==> src/hdl/sadb_pkg.sv <==
// Behaviour
// - No ECC: SRAM decodes 0x20000000 to 0x20031FFF
// - ECC on: SRAM decodes up to 0x20027FFF
// - Eight SRAM banks at their fixed starts
// - ECC on: banks five-eight hold check bits
// - SRAM alias at 0x22000000, word per bit
// - SRAM primary region ends at 0x200FFFFF
// - Alias read returns bit; write does RMW
// - Non-core SRAM alias access gets error
// - Peripheral alias maps onto 0x40000000 region
// - Non-core peripheral alias access gets error
// - Low peripheral region goes through bridge
// - Peripheral space ends at 0x5FFFFFFF
// - SRAM fetches use system master, uncached
// - Private peripherals reachable by core only
// - Private peripherals need privileged mode
// - Vendor region left unimplemented
// - Fetch master served by cache
// - Code-data master reaches flash, info block
// - Flash at 0x10000000 to 0x100FFFFF
// - System master reaches SRAM and peripherals
// - DMA reaches SRAM and peripherals, not the alias windows or private peripherals
package sadb_pkg;

  // Address map
  localparam logic [31:0] SADB_CODE_END       = 32'h1FFF_FFFF;
  localparam logic [31:0] SADB_FLASH_BASE     = 32'h1000_0000;
  localparam logic [31:0] SADB_FLASH_END      = 32'h100F_FFFF;
  localparam logic [31:0] SADB_INFO_BASE      = 32'h1080_0000;
  localparam logic [31:0] SADB_INFO_END       = 32'h1080_3FFF;
  localparam logic [31:0] SADB_SRAM_BASE      = 32'h2000_0000;
  localparam logic [31:0] SADB_SRAM_END_PLAIN = 32'h2003_1FFF;
  localparam logic [31:0] SADB_SRAM_END_ECC   = 32'h2002_7FFF;
  localparam logic [31:0] SADB_SRAM_BB_END    = 32'h200F_FFFF;
  localparam logic [31:0] SADB_SRAM_AL_BASE   = 32'h2200_0000;
  localparam logic [31:0] SADB_SRAM_AL_END    = 32'h23FF_FFFF;
  localparam logic [31:0] SADB_PERI_BASE      = 32'h4000_0000;
  localparam logic [31:0] SADB_PERI_BB_END    = 32'h400F_FFFF;
  localparam logic [31:0] SADB_PERI_AL_BASE   = 32'h4200_0000;
  localparam logic [31:0] SADB_PERI_AL_END    = 32'h43FF_FFFF;
  localparam logic [31:0] SADB_PERI_END       = 32'h5FFF_FFFF;
  localparam logic [31:0] SADB_PPB_BASE       = 32'hE000_0000;
  localparam logic [31:0] SADB_PPB_END        = 32'hE00F_FFFF;
  localparam logic [31:0] SADB_VEND_BASE      = 32'hE010_0000;

  // SRAM bank start addresses, lowest first
  localparam logic [31:0] SADB_BANK_START [0:7] = '{
    32'h2000_0000, 32'h2000_4000, 32'h2000_8000, 32'h2001_8000,
    32'h2002_8000, 32'h2002_9000, 32'h2002_A000, 32'h2002_E000};

  // Bus masters
  typedef enum logic [1:0] {
    SADB_M_ICODE = 2'h0,
    SADB_M_DCODE = 2'h1,
    SADB_M_SYS   = 2'h2,
    SADB_M_DMA   = 2'h3
  } sadb_master_t;

  // Downstream targets
  typedef enum logic [2:0] {
    SADB_T_NONE  = 3'h0,
    SADB_T_CACHE = 3'h1,
    SADB_T_FLASH = 3'h2,
    SADB_T_INFO  = 3'h3,
    SADB_T_SRAM  = 3'h4,
    SADB_T_APB   = 3'h5,
    SADB_T_AHBP  = 3'h6,
    SADB_T_PPB   = 3'h7
  } sadb_tgt_sel_t;

  // Router states
  typedef enum logic [2:0] {
    SADB_IDLE = 3'h0,
    SADB_ACC  = 3'h1,
    SADB_BBR  = 3'h2,
    SADB_BBW  = 3'h3,
    SADB_RESP = 3'h4
  } sadb_state_t;

  typedef struct packed {
    logic [31:0]  addr;
    logic [31:0]  wdata;
    logic         write;
    sadb_master_t master;
    logic         priv;
  } sadb_req_t;

  typedef struct packed {
    logic [31:0] rdata;
    logic        err;
  } sadb_rsp_t;

  typedef struct packed {
    sadb_tgt_sel_t sel;
    logic [31:0]   addr;
    logic          write;
    logic [31:0]   wdata;
    logic [2:0]    bank;
    logic          chk_en;
    logic [2:0]    chk_bank;
    logic          cached;
  } sadb_tgt_t;

  typedef struct packed {
    logic          err;
    logic          bb;
    sadb_tgt_sel_t sel;
    logic [31:0]   addr;
    logic [2:0]    bank;
    logic [4:0]    bit_idx;
  } sadb_dec_t;

  typedef struct packed {
    sadb_state_t state;
    logic        ecc;
    sadb_tgt_t   tgt;
    logic        bb;
    logic        bb_write;
    logic        wbit;
    logic [4:0]  bit_idx;
    sadb_rsp_t   rsp;
  } sadb_rt_st_t;

  // Bank holding a byte address inside SRAM
  function automatic logic [2:0] sadb_bank_of(input logic [31:0] a);
    logic [2:0] b;
    b = 3'h0;
    for (int i = 1; i < 8; i++) begin
      if (a >= SADB_BANK_START[i]) begin
        b = 3'(i);
      end
    end
    return b;
  endfunction

  // Primary word address behind an alias word
  function automatic logic [31:0] sadb_bb_word(input logic [31:0] a,
                                               input logic [31:0] base);
    return base | {12'h000, a[24:7], 2'b00};
  endfunction

endpackage

==> src/hdl/sadb_router.sv <==
module sadb_router
  import sadb_pkg::*;
(
  // Clock, reset, enable
  input  wire logic        i_ref_clk,
  input  wire logic        i_rst_n,
  input  wire logic        i_ce,
  // Configuration
  input  wire logic        i_ecc_en,
  // Master request
  input  wire logic        i_req_valid,
  input  wire sadb_req_t   i_req,
  output logic             o_req_ready,
  // Master response
  output logic             o_rsp_valid,
  output sadb_rsp_t        o_rsp,
  // Target side
  output logic             o_tgt_valid,
  output sadb_tgt_t        o_tgt,
  input  wire logic        i_tgt_done,
  input  wire logic [31:0] i_tgt_rdata,
  // Current ECC map
  output logic             o_ecc_mode
);

  sadb_rt_st_t st_r;
  sadb_rt_st_t st_nxt;
  sadb_dec_t   dec;
  logic        ecc_sync;
  logic        take;
  logic [31:0] bit_mask;

  // ECC enable arrives from outside the clock domain
  sadb_sync u_ecc_sync (
    .i_ref_clk (i_ref_clk),
    .i_rst_n   (i_rst_n),
    .i_ce      (i_ce),
    .i_d       (i_ecc_en),
    .o_q       (ecc_sync)
  );

  // Address decode uses the latched ECC map only
  sadb_decode u_decode (
    .i_addr   (i_req.addr),
    .i_master (i_req.master),
    .i_priv   (i_req.priv),
    .i_ecc    (st_r.ecc),
    .o_dec    (dec)
  );

  // Request handshake
  assign o_req_ready = i_ce && st_r.state == SADB_IDLE;
  assign take        = o_req_ready && i_req_valid;
  assign bit_mask    = 32'h0000_0001 << st_r.bit_idx;

  // Next-state logic
  always_comb begin
    st_nxt = st_r;
    if (i_ce) begin
      unique case (st_r.state)
        SADB_IDLE: begin
          // Map switches only between transfers, limit and pairing together
          if (!i_req_valid) begin
            st_nxt.ecc = ecc_sync;
          end
          if (take) begin
            st_nxt.rsp          = '0;
            st_nxt.bb           = dec.bb;
            st_nxt.bb_write     = i_req.write;
            st_nxt.wbit         = i_req.wdata[0];
            st_nxt.bit_idx      = dec.bit_idx;
            st_nxt.tgt.sel      = dec.sel;
            st_nxt.tgt.addr     = dec.addr;
            st_nxt.tgt.bank     = dec.bank;
            st_nxt.tgt.chk_en   = st_r.ecc && dec.sel == SADB_T_SRAM;
            st_nxt.tgt.chk_bank = {1'b1, dec.bank[1:0]};
            st_nxt.tgt.cached   = dec.sel == SADB_T_CACHE;
            st_nxt.tgt.wdata    = i_req.wdata;
            if (dec.err) begin
              st_nxt.rsp.err = 1'b1;
              st_nxt.state   = SADB_RESP;
            end else if (dec.bb) begin
              st_nxt.tgt.write = 1'b0;
              st_nxt.state     = SADB_BBR;
            end else begin
              st_nxt.tgt.write = i_req.write;
              st_nxt.state     = SADB_ACC;
            end
          end
        end
        SADB_ACC: begin
          if (i_tgt_done) begin
            st_nxt.rsp.rdata = st_r.tgt.write ? 32'h0000_0000 : i_tgt_rdata;
            st_nxt.state     = SADB_RESP;
          end
        end
        SADB_BBR: begin
          if (i_tgt_done) begin
            if (st_r.bb_write) begin
              // Modify the one bit and write the word back
              st_nxt.tgt.write = 1'b1;
              st_nxt.tgt.wdata = st_r.wbit ? (i_tgt_rdata | bit_mask)
                                           : (i_tgt_rdata & ~bit_mask);
              st_nxt.state     = SADB_BBW;
            end else begin
              st_nxt.rsp.rdata = {31'h0000_0000, |(i_tgt_rdata & bit_mask)};
              st_nxt.state     = SADB_RESP;
            end
          end
        end
        SADB_BBW: begin
          if (i_tgt_done) begin
            st_nxt.rsp.rdata = 32'h0000_0000;
            st_nxt.state     = SADB_RESP;
          end
        end
        SADB_RESP: begin
          st_nxt.state = SADB_IDLE;
        end
        default: begin
          st_nxt.state = SADB_IDLE;
        end
      endcase
    end
  end

  // State register
  always_ff @(posedge i_ref_clk or negedge i_rst_n) begin
    if (!i_rst_n) begin
      st_r <= '0;
    end else begin
      st_r <= st_nxt;
    end
  end

  // Outputs straight from state
  assign o_rsp_valid = st_r.state == SADB_RESP;
  assign o_rsp       = st_r.rsp;
  assign o_tgt       = st_r.tgt;
  assign o_ecc_mode  = st_r.ecc;
  assign o_tgt_valid = st_r.state == SADB_ACC || st_r.state == SADB_BBR ||
                       st_r.state == SADB_BBW;
endmodule

==> src/hdl/sadb_sync.sv <==
module sadb_sync
  import sadb_pkg::*;
(
  // Clock, reset, enable
  input  wire logic i_ref_clk,
  input  wire logic i_rst_n,
  input  wire logic i_ce,
  // Level in and out
  input  wire logic i_d,
  output logic      o_q
);

  typedef struct packed {
    logic s1;
    logic s2;
  } sadb_sync_st_t;

  sadb_sync_st_t st_r;
  sadb_sync_st_t st_nxt;

  // Two-stage shift, held while the enable is low
  always_comb begin
    st_nxt = st_r;
    if (i_ce) begin
      st_nxt.s1 = i_d;
      st_nxt.s2 = st_r.s1;
    end
  end

  always_ff @(posedge i_ref_clk or negedge i_rst_n) begin
    if (!i_rst_n) begin
      st_r <= '0;
    end else begin
      st_r <= st_nxt;
    end
  end

  assign o_q = st_r.s2;

endmodule

==> src/hdl/sadb_decode.sv <==
module sadb_decode
  import sadb_pkg::*;
(
  // Request seen by the decoder
  input  wire logic [31:0]  i_addr,
  input  wire sadb_master_t i_master,
  input  wire logic         i_priv,
  input  wire logic         i_ecc,
  // Decode result
  output sadb_dec_t         o_dec
);

  logic        sram_al;
  logic        peri_al;
  logic [31:0] eff;
  logic [31:0] sram_lim;

  // Alias windows and usable SRAM limit
  always_comb begin
    sram_al  = i_addr >= SADB_SRAM_AL_BASE && i_addr <= SADB_SRAM_AL_END;
    peri_al  = i_addr >= SADB_PERI_AL_BASE && i_addr <= SADB_PERI_AL_END;
    sram_lim = i_ecc ? SADB_SRAM_END_ECC : SADB_SRAM_END_PLAIN;
    if (sram_al) begin
      eff = sadb_bb_word(i_addr, SADB_SRAM_BASE);
    end else if (peri_al) begin
      eff = sadb_bb_word(i_addr, SADB_PERI_BASE);
    end else begin
      eff = i_addr;
    end
  end

  // Per-master access scope
  always_comb begin
    o_dec         = '0;
    o_dec.err     = 1'b1;
    o_dec.sel     = SADB_T_NONE;
    o_dec.addr    = eff;
    o_dec.bb      = sram_al || peri_al;
    o_dec.bit_idx = i_addr[6:2];
    o_dec.bank    = sadb_bank_of(eff);
    unique case (i_master)
      SADB_M_ICODE: begin
        if (i_addr <= SADB_CODE_END && i_addr >= SADB_FLASH_BASE &&
            i_addr <= SADB_FLASH_END) begin
          o_dec.sel = SADB_T_CACHE;
          o_dec.err = 1'b0;
        end
      end
      SADB_M_DCODE: begin
        if (i_addr >= SADB_FLASH_BASE && i_addr <= SADB_FLASH_END) begin
          o_dec.sel = SADB_T_FLASH;
          o_dec.err = 1'b0;
        end else if (i_addr >= SADB_INFO_BASE && i_addr <= SADB_INFO_END) begin
          o_dec.sel = SADB_T_INFO;
          o_dec.err = 1'b0;
        end
      end
      default: begin
        // System and DMA masters share the off-core map
        if ((sram_al || peri_al) && i_master != SADB_M_SYS) begin
          o_dec.err = 1'b1;
        end else if (eff >= SADB_SRAM_BASE && eff <= sram_lim) begin
          o_dec.sel = SADB_T_SRAM;
          o_dec.err = 1'b0;
        end else if (eff >= SADB_PERI_BASE && eff <= SADB_PERI_BB_END) begin
          o_dec.sel = SADB_T_APB;
          o_dec.err = 1'b0;
        end else if (eff > SADB_PERI_BB_END && eff <= SADB_PERI_END) begin
          o_dec.sel = SADB_T_AHBP;
          o_dec.err = 1'b0;
        end else if (eff >= SADB_PPB_BASE && eff <= SADB_PPB_END &&
                     i_master == SADB_M_SYS && i_priv) begin
          o_dec.sel = SADB_T_PPB;
          o_dec.err = 1'b0;
        end
        // Vendor space and all else stays an error
      end
    endcase
  end

endmodule

==> config.mk <==
export PLATFORM = sky130hd
export DESIGN_NAME = sadb_router
export DESIGN_NICKNAME = d
export VERILOG_FILES = /design/src/hdl/sadb_pkg.sv /design/src/hdl/sadb_router.sv /design/src/hdl/sadb_sync.sv /design/src/hdl/sadb_decode.sv
export SDC_FILE = /design/constraint.sdc
export NUM_CORES = 1
export LEC_CHECK = 0
export ABC_AREA = 1
export ABC_CLOCK_PERIOD_IN_PS = 2300
export BUFFER_PORTS_ARGS = -buffer_cell sky130_fd_sc_hd__buf_2
export CAP_MARGIN = 5
export CORE_MARGIN = 2
export CORE_UTILIZATION = 54
export DETAILED_ROUTE_END_ITERATION = 8
export PLACE_DENSITY_LB_ADDON = 0.3
export SLEW_MARGIN = 10
export SYNTH_ARGS = -nofsm -noshare
export SYNTH_HDL_FRONTEND = slang
export SYNTH_HIERARCHICAL = 1
export SYNTH_SLANG_ARGS = --single-unit
==> constraint.sdc <==
create_clock -name i_ref_clk -period 2.3 [get_ports i_ref_clk]
set_clock_uncertainty 0.05 [all_clocks]
set_input_delay 0.115 -clock i_ref_clk [delete_from_list [all_inputs] [get_ports i_ref_clk]]
set_output_delay 0.115 -clock i_ref_clk [all_outputs]
set_load 0.005 [all_outputs]
==> reports/summary.txt, run 1 <==
R2R setup slack: 0.12 ns
Final Non-Filler Cells: 1523
Most used routing layer: met2
Largest cells by area after synthesis: dfrtp_1, nand2_1, buf_4, nand3_1, o21ai_0
Total power: 10.5 mW
Wire length per cell: 15.9 µm
Pre-CTS WS: -0.404 ns
Final Setup Violations: 0
Remaining Overflow, GRT: 0
Total CTS buffers: 17
CP Launch Point: i_req[64]
Max IR drop VDD: 0.000685 V
Die Wd: 125 µm
IO Port Bufs: 218
H-tree Lvls: 4
FMAX: 457 MHz
Synth top area share: 37.9%
Routability cong.: 0.963
Adder-cell share of the synthesized area: 0.474%
Main combinational cell family by area after synthesis: simple AND/OR/NAND/NOR gates
Asr flop ratio synth: 100%
Min-Delay Startpoint: i_req[9]
Clock-pin slew on the worst setup and hold paths: 0.05 ns
First-pass GRT wire length: 37.5 mm
Largest net degree at the start of global routing: 86
Iteration-0 DRC Markers: 796
Worst R2R End: o_rsp[14]$_DFFE_PN0P_
Clk buf depth: 2
Number of enable flip-flop cells after synthesis: 0
#FFs+latches synth: 120
Outcome: finished, final reports clean
Seq/Total Area, Yosys: 37.9%
Setup crit end: o_tgt[4]$_DFFE_PN0P_
Power Density: 1020 mW/mm²
Met3 Track Usage GR: 8.22%
Endpoint class of the critical path: flip-flop
Post-Syn Instances: 1102
Clock Sinks: 120
Ratio of cells with drive above 1 in the final layout: 29.3%
Iteration count of the initial detailed-routing pass: 6
Max-Cap Viols: 0
CP Data Arrival Time: 2.45 ns
Pins Over Slew Limit: 0
Cell taking the most area after synthesis: dfrtp_1
Die area: 0.0156 mm²
Mean Syn Cell Area: 7.18 µm²
Initial antenna violation count: 0
Crit path time final: 2.19 ns
Die height: 125 µm
All-layer global routing usage: 29.7%
Clock Latency Late Sink: 0.42 ns
Post-synthesis mux area share: 0%
Final ANT Viol Nets: 0
DRC Markers: 0
Vias: 8062
Compound-cell area share of the yosys netlist: 11.8%
Hold crit path type: input pin to flip-flop
Worst R2R Start: st_r[119]$_DFFE_PN0P_
Synthesized area: 0.00791 mm²
Initial core utilization: 54.9%
Crit Path Max Fanout: 5
Syn_nets: 1211
Clk root buf: clkbuf_16
Cell Rows: 44
Dpl hpwl: 16.3 mm
Crit path required time: 2.56 ns
Final hold violations: 0
Area Overhead vs Synth: 30.9%
Worst R2R Path Depth: 13
Ant diodes: 0
Setup crit start kind: input pin
GRT met1 Usage: 37.3%
CORE AREA: 0.0144 mm²
Fin nets: 1436
Fraction of the mapped netlist area in simple logic gates: 32.1%
Crit Path Category: input pin to flip-flop
Final worst slack: 0.110 ns
Tcrit/Tclk final: 95.2%
Worst Max-Slew Pin Slew: 0.651 ns
Xor/xnor share of the synthesized area: 0%
Post-synth top flop: dfrtp_1
Vias/cell: 5.29
Leak: 5.48 nW
Synth warn: 6
WHS: 0.0172 ns
WL final: 24.2 mm
Slew HR: 56.6%
CTS tree: built
Unique masters post-synth: 45
GR Util met2: 49.9%
Placed cell count: 1401
# fillers: 1138
I/O pin count: 219
Vias in the first global route: 7484
cell usage after synthesis, types with 3 or more instances:
cell type	instances
o22a_1	8
o21ai_2	4
buf_6	4
clkbuf_1	37
nand2_2	8
dfrtp_1	120
nand4_1	22
nand2_4	5
nor2_4	5
nor3_1	4
a22o_1	5
o21ai_0	68
o21ai_1	4
nor2_2	6
nand3_1	86
buf_1	3
inv_2	7
o21a_1	18
nor2_1	82
buf_4	118
inv_1	63
nand2_1	356
buf_2	5
ha_1	3
a21oi_1	38
state kept, by name, indices dropped and copies added, names as in the netlist:
name and cells:
o_tgt 74, u_ecc_sync/st_r 1, o_ecc_mode 1, st_r 10, o_rsp 33, u_ecc_sync/o_q 1
power by group:
| group | internal [mW] | total (mW) | switching [mW] |
|---|---|---|---|
| clock network | 1.75 | 2.69 | 0.938 |
| registers | 3.00 | 3.56 | 0.560 |
| logic | 1.83 | 4.29 | 2.46 |
| total | 6.58 | 10.5 | 3.96 |
stage by stage:
step | utilization (%) | TNS [ns] | area (µm²)
2_1_floorplan | - | -0.529 | 7960
3_3_place_gp | 60.3 | -1.12 | 8690
3_5_place_dp | 60.3 | -2.14 | 8690
4_1_cts | 69.8 | 0 | 10100
5_1_grt | 71.8 | -0.0713 | 10400
6_report | 71.8 | 0 | 10400
cell families after synthesis:
| logic type | Yosys count |
|---|---|
| AOI/OAI and AO/OA | 156 |
| DFF | 120 |
| and+or+nand+nor | 583 |
| adders and majority gates | 3 |
| buffers and inverters | 240 |
cell type report:
type / count / area (µm²) / area share, %
tap: 184 / 230 / 2.22
clock inverter: 8 / 121 / 1.17
inverter: 72 / 290 / 2.80
clock buffer: 23 / 468 / 4.52
sequential: 120 / 3000 / 29.0
timing repair buffer: 373 / 2580 / 24.9
multi-input combinational: 743 / 3660 / 35.4
worst max-delay path, stage by stage:
cell,delay (ns)
buf_4,0.10
clkinv_4,0.06
nand2_4,0.09
nor2_4,0.04
nand3_4,0.13
buf_6,0.13
nand2_8,0.06
o21ai_4,0.17
inv_2,0.06
ha_4,0.26
nand2_2,0.04
nor2_2,0.10
nand2_1,0.08
nor2_2,0.10
nand3b_1,0.07
nand2_1,0.09
nand2_2,0.07
buf_4,0.13
buf_4,0.12
a21boi_2,0.12
nand2_1,0.09
o41ai_2,0.21
routing by layer:
metal / share of wire (%) / routed length [µm]
met5: 0 / 0
met3: 7.8 / 1890
met2: 49 / 11900
met1: 40 / 9790
met4: 2.6 / 641
placed cells by master, fill, tap and decap left out, types with 6 or more instances in the layout:
| cell | Yosys | layout |
|---|---|---|
| a21oi_1 | 38 | 36 |
| buf_2 | 5 | 213 |
| buf_4 | 118 | 66 |
| buf_6 | 4 | 7 |
| clkbuf_16 | 0 | 18 |
| dfrtp_1 | 120 | 119 |
| dlygate4sd3_1 | 0 | 80 |
| inv_1 | 63 | 60 |
| inv_2 | 7 | 8 |
| nand2_1 | 356 | 351 |
| nand2_2 | 8 | 10 |
| nand2_4 | 5 | 8 |
| nand3_1 | 86 | 84 |
| nand4_1 | 22 | 22 |
| nor2_1 | 82 | 76 |
| nor2_2 | 6 | 11 |
| nor2_4 | 5 | 6 |
| o21a_1 | 18 | 18 |
| o21ai_0 | 68 | 62 |
| o21ai_1 | 4 | 7 |
| o21ai_2 | 4 | 6 |
| o22a_1 | 8 | 8 |
worst min-delay path by stage:
stage / end / slack, ns / cells past startpoint
CTS: o_tgt[13]$_DFFE_PN0P_ / 0.005 / 4
detailed placement: o_tgt[63]$_DFFE_PN0P_ / 0.14 / 1
floorplan: o_ecc_mode$_DFFE_PN0P_ / -0.23 / 0
global placement: o_tgt[63]$_DFFE_PN0P_ / 0.12 / 1
global route: o_tgt[13]$_DFFE_PN0P_ / 0.03 / 4
finish: o_tgt[13]$_DFFE_PN0P_ / 0.02 / 4
repair_timing:
item                                   CTS  global route
setup buffers                            0             9
hold buffers                            79             1
endpoints found under the hold margin  123             1
gates resized for setup                  0            46
setup endpoints to repair                0            38
No activity file was read; power rests on OpenSTA's default activity.
==> inputs of run 2 (changes only) <==
- ABC_CLOCK_PERIOD_IN_PS: 2300 -> 1800
- CORE_UTILIZATION: 54 -> 48
- clock period: 2.3 -> 1.8 ns (I/O delays scaled with it)
==> reports/summary.txt, run 2 (synthesis results as in run 1) <==
H-tree Lvls: 4
Clk root buf: clkbuf_16
Placed cell count: 1487
Final hold violations: 0
Total power: 16.1 mW
First-pass GRT wire length: 43.9 mm
Outcome: complete, but fails checks
Vias: 8847
Vias/cell: 5.39
Area Overhead vs Synth: 52.4%
Worst Max-Slew Pin Slew: 0.508 ns
Max IR drop VDD: 0.000827 V
Ratio of cells with drive above 1 in the final layout: 41.3%
Hold crit path type: input pin to flip-flop
Post-placement cell area: 0.00919 mm²
Dpl hpwl: 17.4 mm
Fin nets: 1522
Endpoint class of the critical path: flip-flop
Clock Latency Late Sink: 0.43 ns
Final worst slack: -0.420 ns
Remaining Overflow, GRT: 0
Critical-path cell list: inv_2 -> ha_4 -> nand2_2 -> nor2_2 -> nand2_1 -> nor2_1 -> nand3b_1 -> nand2_1 -> nand2_2 -> nand2_2 -> a21oi_2 -> inv_2 -> nand3_4 -> buf_4 -> nor2_4 -> nor2_2 -> o21ai_1
Finished Core Util: 75.4%
Commonest non-fill, non-tap cell in the layout: nand2_1
Crit Path Max Fanout: 3
Largest net degree at the start of global routing: 65
Pre-CTS WS: -0.807 ns
Crit-path max cell delay: 0.42 ns
Crit path time final: 2.22 ns
I/O pin count: 219
Die area: 0.0175 mm²
IO Port Bufs: 218
Setup crit start kind: flip-flop
Tcrit/Tclk final: 123%
Power Density: 1330 mW/mm²
CP Data Arrival Time: 2.53 ns
Die height: 132 µm
Final Non-Filler Cells: 1640
Most frequent cells in the layout: nand2_1, buf_2, dfrtp_1
Final Setup Violations: 73
DRC Markers: 0
CP dominant cell by count: nand2_2
Clk buf depth: 2
Routability cong.: 0.933
WHS: 0.00116 ns
Max reg flops: 74
Cell Rows: 46
FMAX: 450 MHz
Crit-path slowest cell: dfrtp_1
Vias in the first global route: 8511
Total CTS buffers: 17
CORE AREA: 0.0160 mm²
CTS tree: built
Fin Setup TNS: -15.56 ns
Clock Sinks: 120
Wire length per cell: 18.1 µm
WL final: 29.7 mm
CP delay by family, top: simple AND/OR/NAND/NOR gates
Max-Cap Viols: 0
All-layer global routing usage: 31.7%
Final ANT Viol Nets: 0
Finished Cell Area: 0.0121 mm²
Initial antenna violation count: 1
Initial core utilization: 49.5%
Failing checks: negative setup slack
Clock-pin slew on the worst setup and hold paths: 0.06 ns
Iteration-0 DRC Markers: 905
Iteration count of the initial detailed-routing pass: 7
Crit Path Category: flip-flop to flip-flop
Leak: 6.19 nW
Pins Over Slew Limit: 0
Slew HR: 65.8%
Buf/Inv on CP: 3
Crit path required time: 2.11 ns
Setup repair after global routing missed its margin: yes
Die Wd: 132 µm
-- run 2: cell types whose count changed in the layout (fill, tap and decap cells not counted), sizes merged --
cell         delta
buf            +85
clkbuf          -2
bufbuf          +1
bufinv          -1
clkinv          +1
clkinvlp        +1
diode           +1
dlygate4sd3     +1
inv             -1
nand2           -1
-- run 2: area by class of cell --
class	instances	area, µm²
antenna	1	2.50
clock buffer	21	470
clock inverter	8	98.8
fill	1071	3940
inverter	72	305
multi-input combinational	742	4230
sequential	120	3000
tap	216	270
timing repair buffer	460	3680
-- run 2: final timing paths --
| check | slack [ns] | end | cells after the start | from |
|---|---|---|---|---|
| min | 0.001 | o_tgt[19]$_DFFE_PN0P_ | 4 | i_req[15] |
| min in group asynchronous | 0.15 | o_tgt[61]$_DFFE_PN0P_ | 3 | i_rst_n |
| min reg2reg | 0.42 | o_tgt[47]$_DFFE_PN0P_ | 2 | o_tgt[47]$_DFFE_PN0P_ |
| max | -0.42 | st_r[119]$_DFFE_PN0P_ | 17 | o_ecc_mode$_DFFE_PN0P_ |
| max in group asynchronous | 1.22 | o_rsp[2]$_DFFE_PN0P_ | 3 | i_rst_n |
| max reg2reg | -0.42 | st_r[119]$_DFFE_PN0P_ | 17 | o_ecc_mode$_DFFE_PN0P_ |
-- run 2: repair_timing --
action	4_1_cts	5_1_grt
setup buffers	16	19
setup endpoints to repair	75	96
pin swaps	31	58
gates cloned	15	1
hold endpoints to repair	197	2
hold buffers	79	2
gates resized for setup	123	140
-- run 2: where the power goes --
group | internal [mW] | leakage (nW) | switching (mW)
clock | 2.12 | 0.277 | 1.29
combinational | 3.81 | 4.38 | 4.22
sequential | 3.84 | 1.53 | 0.806
-- run 2: tightest hold or removal path: stages --
cell and delay, ns:
buf_2 0.09, nand2_1 0.08, nand2_4 0.07, o22a_1 0.11
-- run 2: per-layer routing --
| metal | track usage, % | up-vias | part of all wire (%) |
|---|---|---|---|
| met1 | 37.2 | 4135 | 37 |
| met2 | 53.6 | 506 | 50 |
| met4 | 16.5 | 0 | 5.3 |
| met3 | 8.11 | 139 | 7.8 |
| met5 | 0 | - | 0 |
| li1 | - | 4067 | - |
==> inputs of run 3 (changes only) <==
- ABC_CLOCK_PERIOD_IN_PS: 1800 -> 2620
- CORE_UTILIZATION: 48 -> 55
- clock period: 1.8 -> 2.62 ns (I/O delays scaled with it)
==> reports/summary.txt, run 3 (synthesis results as in run 1) <==
Fin nets: 1377
Die area: 0.0154 mm²
Critical-path cell list: nor2_4 -> nand2_2 -> nor2_4 -> nand2_2 -> inv_2 -> nor2_1 -> nor2_2 -> o21ai_1 -> nor3_4 -> buf_4 -> nand3_1 -> nand2_1
CP Launch Point: st_r[119]$_DFFE_PN0P_
Net Sw Frac: 36.7%
Crit path time final: 2.32 ns
DRC Markers: 0
Setup crit start kind: flip-flop
Post-placement cell area: 0.00836 mm²
Final Setup Violations: 0
Cell Rows: 43
Endpoint class of the critical path: flip-flop
Vias/cell: 5.37
Iteration-0 DRC Markers: 643
# resized after CTS: 0
Iteration count of the initial detailed-routing pass: 6
Die height: 124 µm
Psw: 3.38 mW
FMAX: 430 MHz
Worst R2R Start: st_r[119]$_DFFE_PN0P_
Pins Over Slew Limit: 0
Min-Delay Startpoint: i_req[60]
Clock-pin slew on the worst setup and hold paths: 0.06 ns
# fillers: 1186
Clk root buf: clkbuf_16
All-layer global routing usage: 30.4%
Largest net degree at the start of global routing: 86
CORE AREA: 0.0140 mm²
Initial core utilization: 56.6%
H-tree Lvls: 4
Leak: 5.16 nW
WL final: 23.2 mm
Ratio of cells with drive above 1 in the final layout: 24.9%
Area Overhead vs Synth: 22.7%
Max reg flops: 74
Initial antenna violation count: 1
First-pass GRT wire length: 35.7 mm
Worst Max-Slew Pin Slew: 0.796 ns
Clock power share: 27.9%
Max-Cap Viols: 0
Clock Latency Late Sink: 0.42 ns
Crit path required time: 2.92 ns
Crit-path slowest cell: dfrtp_1
Finished Cell Area: 0.00971 mm²
Clock Sinks: 120
Outcome: finished, final reports clean
WHS Path Cells: 5
Final ANT Viol Nets: 0
Internal: 5.83 mW
Total area of sequential cells: 0.00300 mm²
Slew HR: 46.9%
Fin Setup TNS: 0 ns
IO Port Bufs: 218
Setup repair after global routing missed its margin: no
Vias in the first global route: 7238
Routability cong.: 0.951
Power Density: 948 mW/mm²
Combinational fraction of design power: 38.2%
Vias: 7848
Crit Path Max Fanout: 32
Total CTS buffers: 17
Tcrit/Tclk final: 88.7%
Wire length per cell: 15.9 µm
CTS tree: built
Worst R2R Path Depth: 12
Remaining Overflow, GRT: 0
CP Data Arrival Time: 2.63 ns
Placed cell count: 1359
Crit Path Category: flip-flop to flip-flop
Area of the multi-input gates: 0.00353 mm²
Hold crit path type: input pin to flip-flop
Most frequent cells in the layout: nand2_1, buf_2, dfrtp_1
Final Non-Filler Cells: 1461
Commonest non-fill, non-tap cell in the layout: nand2_1
Final hold violations: 0
I/O pin count: 219
Clk buf depth: 2
Max IR drop VDD: 0.000601 V
Flop pwr share: 33.9%
Dpl hpwl: 15.8 mm
Crit-path max cell delay: 0.46 ns
Die Wd: 124 µm
run 3: cell count changes in the layout (fill, tap and decap cells not counted), moves of 8 or more:
cell / change
buf_12: -13
nand3_2: -26
buf_4: -86
buf_6: -23
nand2_2: -43
nand3_4: -9
nand3_1: +35
nor2_1: +8
dlygate4sd3_1: -11
nand2_4: -27
buf_16: -9
nand2_1: +70
o21ai_2: -11
o21ai_0: +17
run 3: worst paths after layout:
kind	to	slack (ns)
min in group asynchronous	o_tgt[61]$_DFFE_PN0P_	0.22
hold reg to reg	o_tgt[3]$_DFFE_PN0P_	0.42
hold / removal	o_tgt[60]$_DFFE_PN0P_	0.02
setup reg to reg	o_rsp[15]$_DFFE_PN0P_	0.30
max in group asynchronous	o_rsp[24]$_DFFE_PN0P_	1.53
setup / recovery	o_rsp[15]$_DFFE_PN0P_	0.30
run 3: routing by layer:
layer  up-vias  share of wire (%)  GRT usage, %
met5         -                  0             0
met4         0                4.4          14.5
met3        88                8.6          9.48
met2       386                 48          50.2
met1      3600                 39          36.0
li1       3774                  -             -
run 3: worst max-delay path: cells and delay by family, from the launching register on:
family	cells	cell delay, ns
DFF	1	0.46
AOI/OAI and AO/OA	1	0.19
and+or+nand+nor	9	1.13
buffers and inverters	2	0.41
run 3: repair_timing:
action | in CTS | in global routing
endpoints found under the hold margin | 112 | 0
hold buffers | 70 | 0
setup buffers | 0 | 0
run 3: area by class of cell:
class | count | share of cell area [%]
Timing Repair Buffer | 315 | 21.0
Tap cell | 180 | 2.32
Multi-Input combinational cell | 742 | 36.3
Antenna cell | 1 | 0.0258
Clock inverter | 8 | 1.73
Inverter | 72 | 2.78
Sequential cell | 120 | 30.9
Clock buffer | 23 | 4.92
run 3: power by group through the flow:
stage                     clock network [mW]  logic, mW  registers [mW]
after floorplan                            0       3.02            2.99
after global placement                     0       3.30            3.11
after detailed placement                   0       3.37            3.12
after CTS                               2.60       3.47            3.11
after global routing                    2.69       3.94            3.21
final                                   2.57       3.52            3.12
run 3: per-stage QoR:
stage	power (mW)	hold WS, ns	utilization [%]	setup slack [ns]
after detailed placement	6.48	0.135	59.8	-0.0208
after floorplan	6.01	-0.215	-	0.00666
final	9.21	0.0162	69.4	0.295
after CTS	9.18	0.00153	69.4	0.374
after global placement	6.40	0.132	59.8	0.0442
after global routing	9.85	0.0155	69.4	0.0338
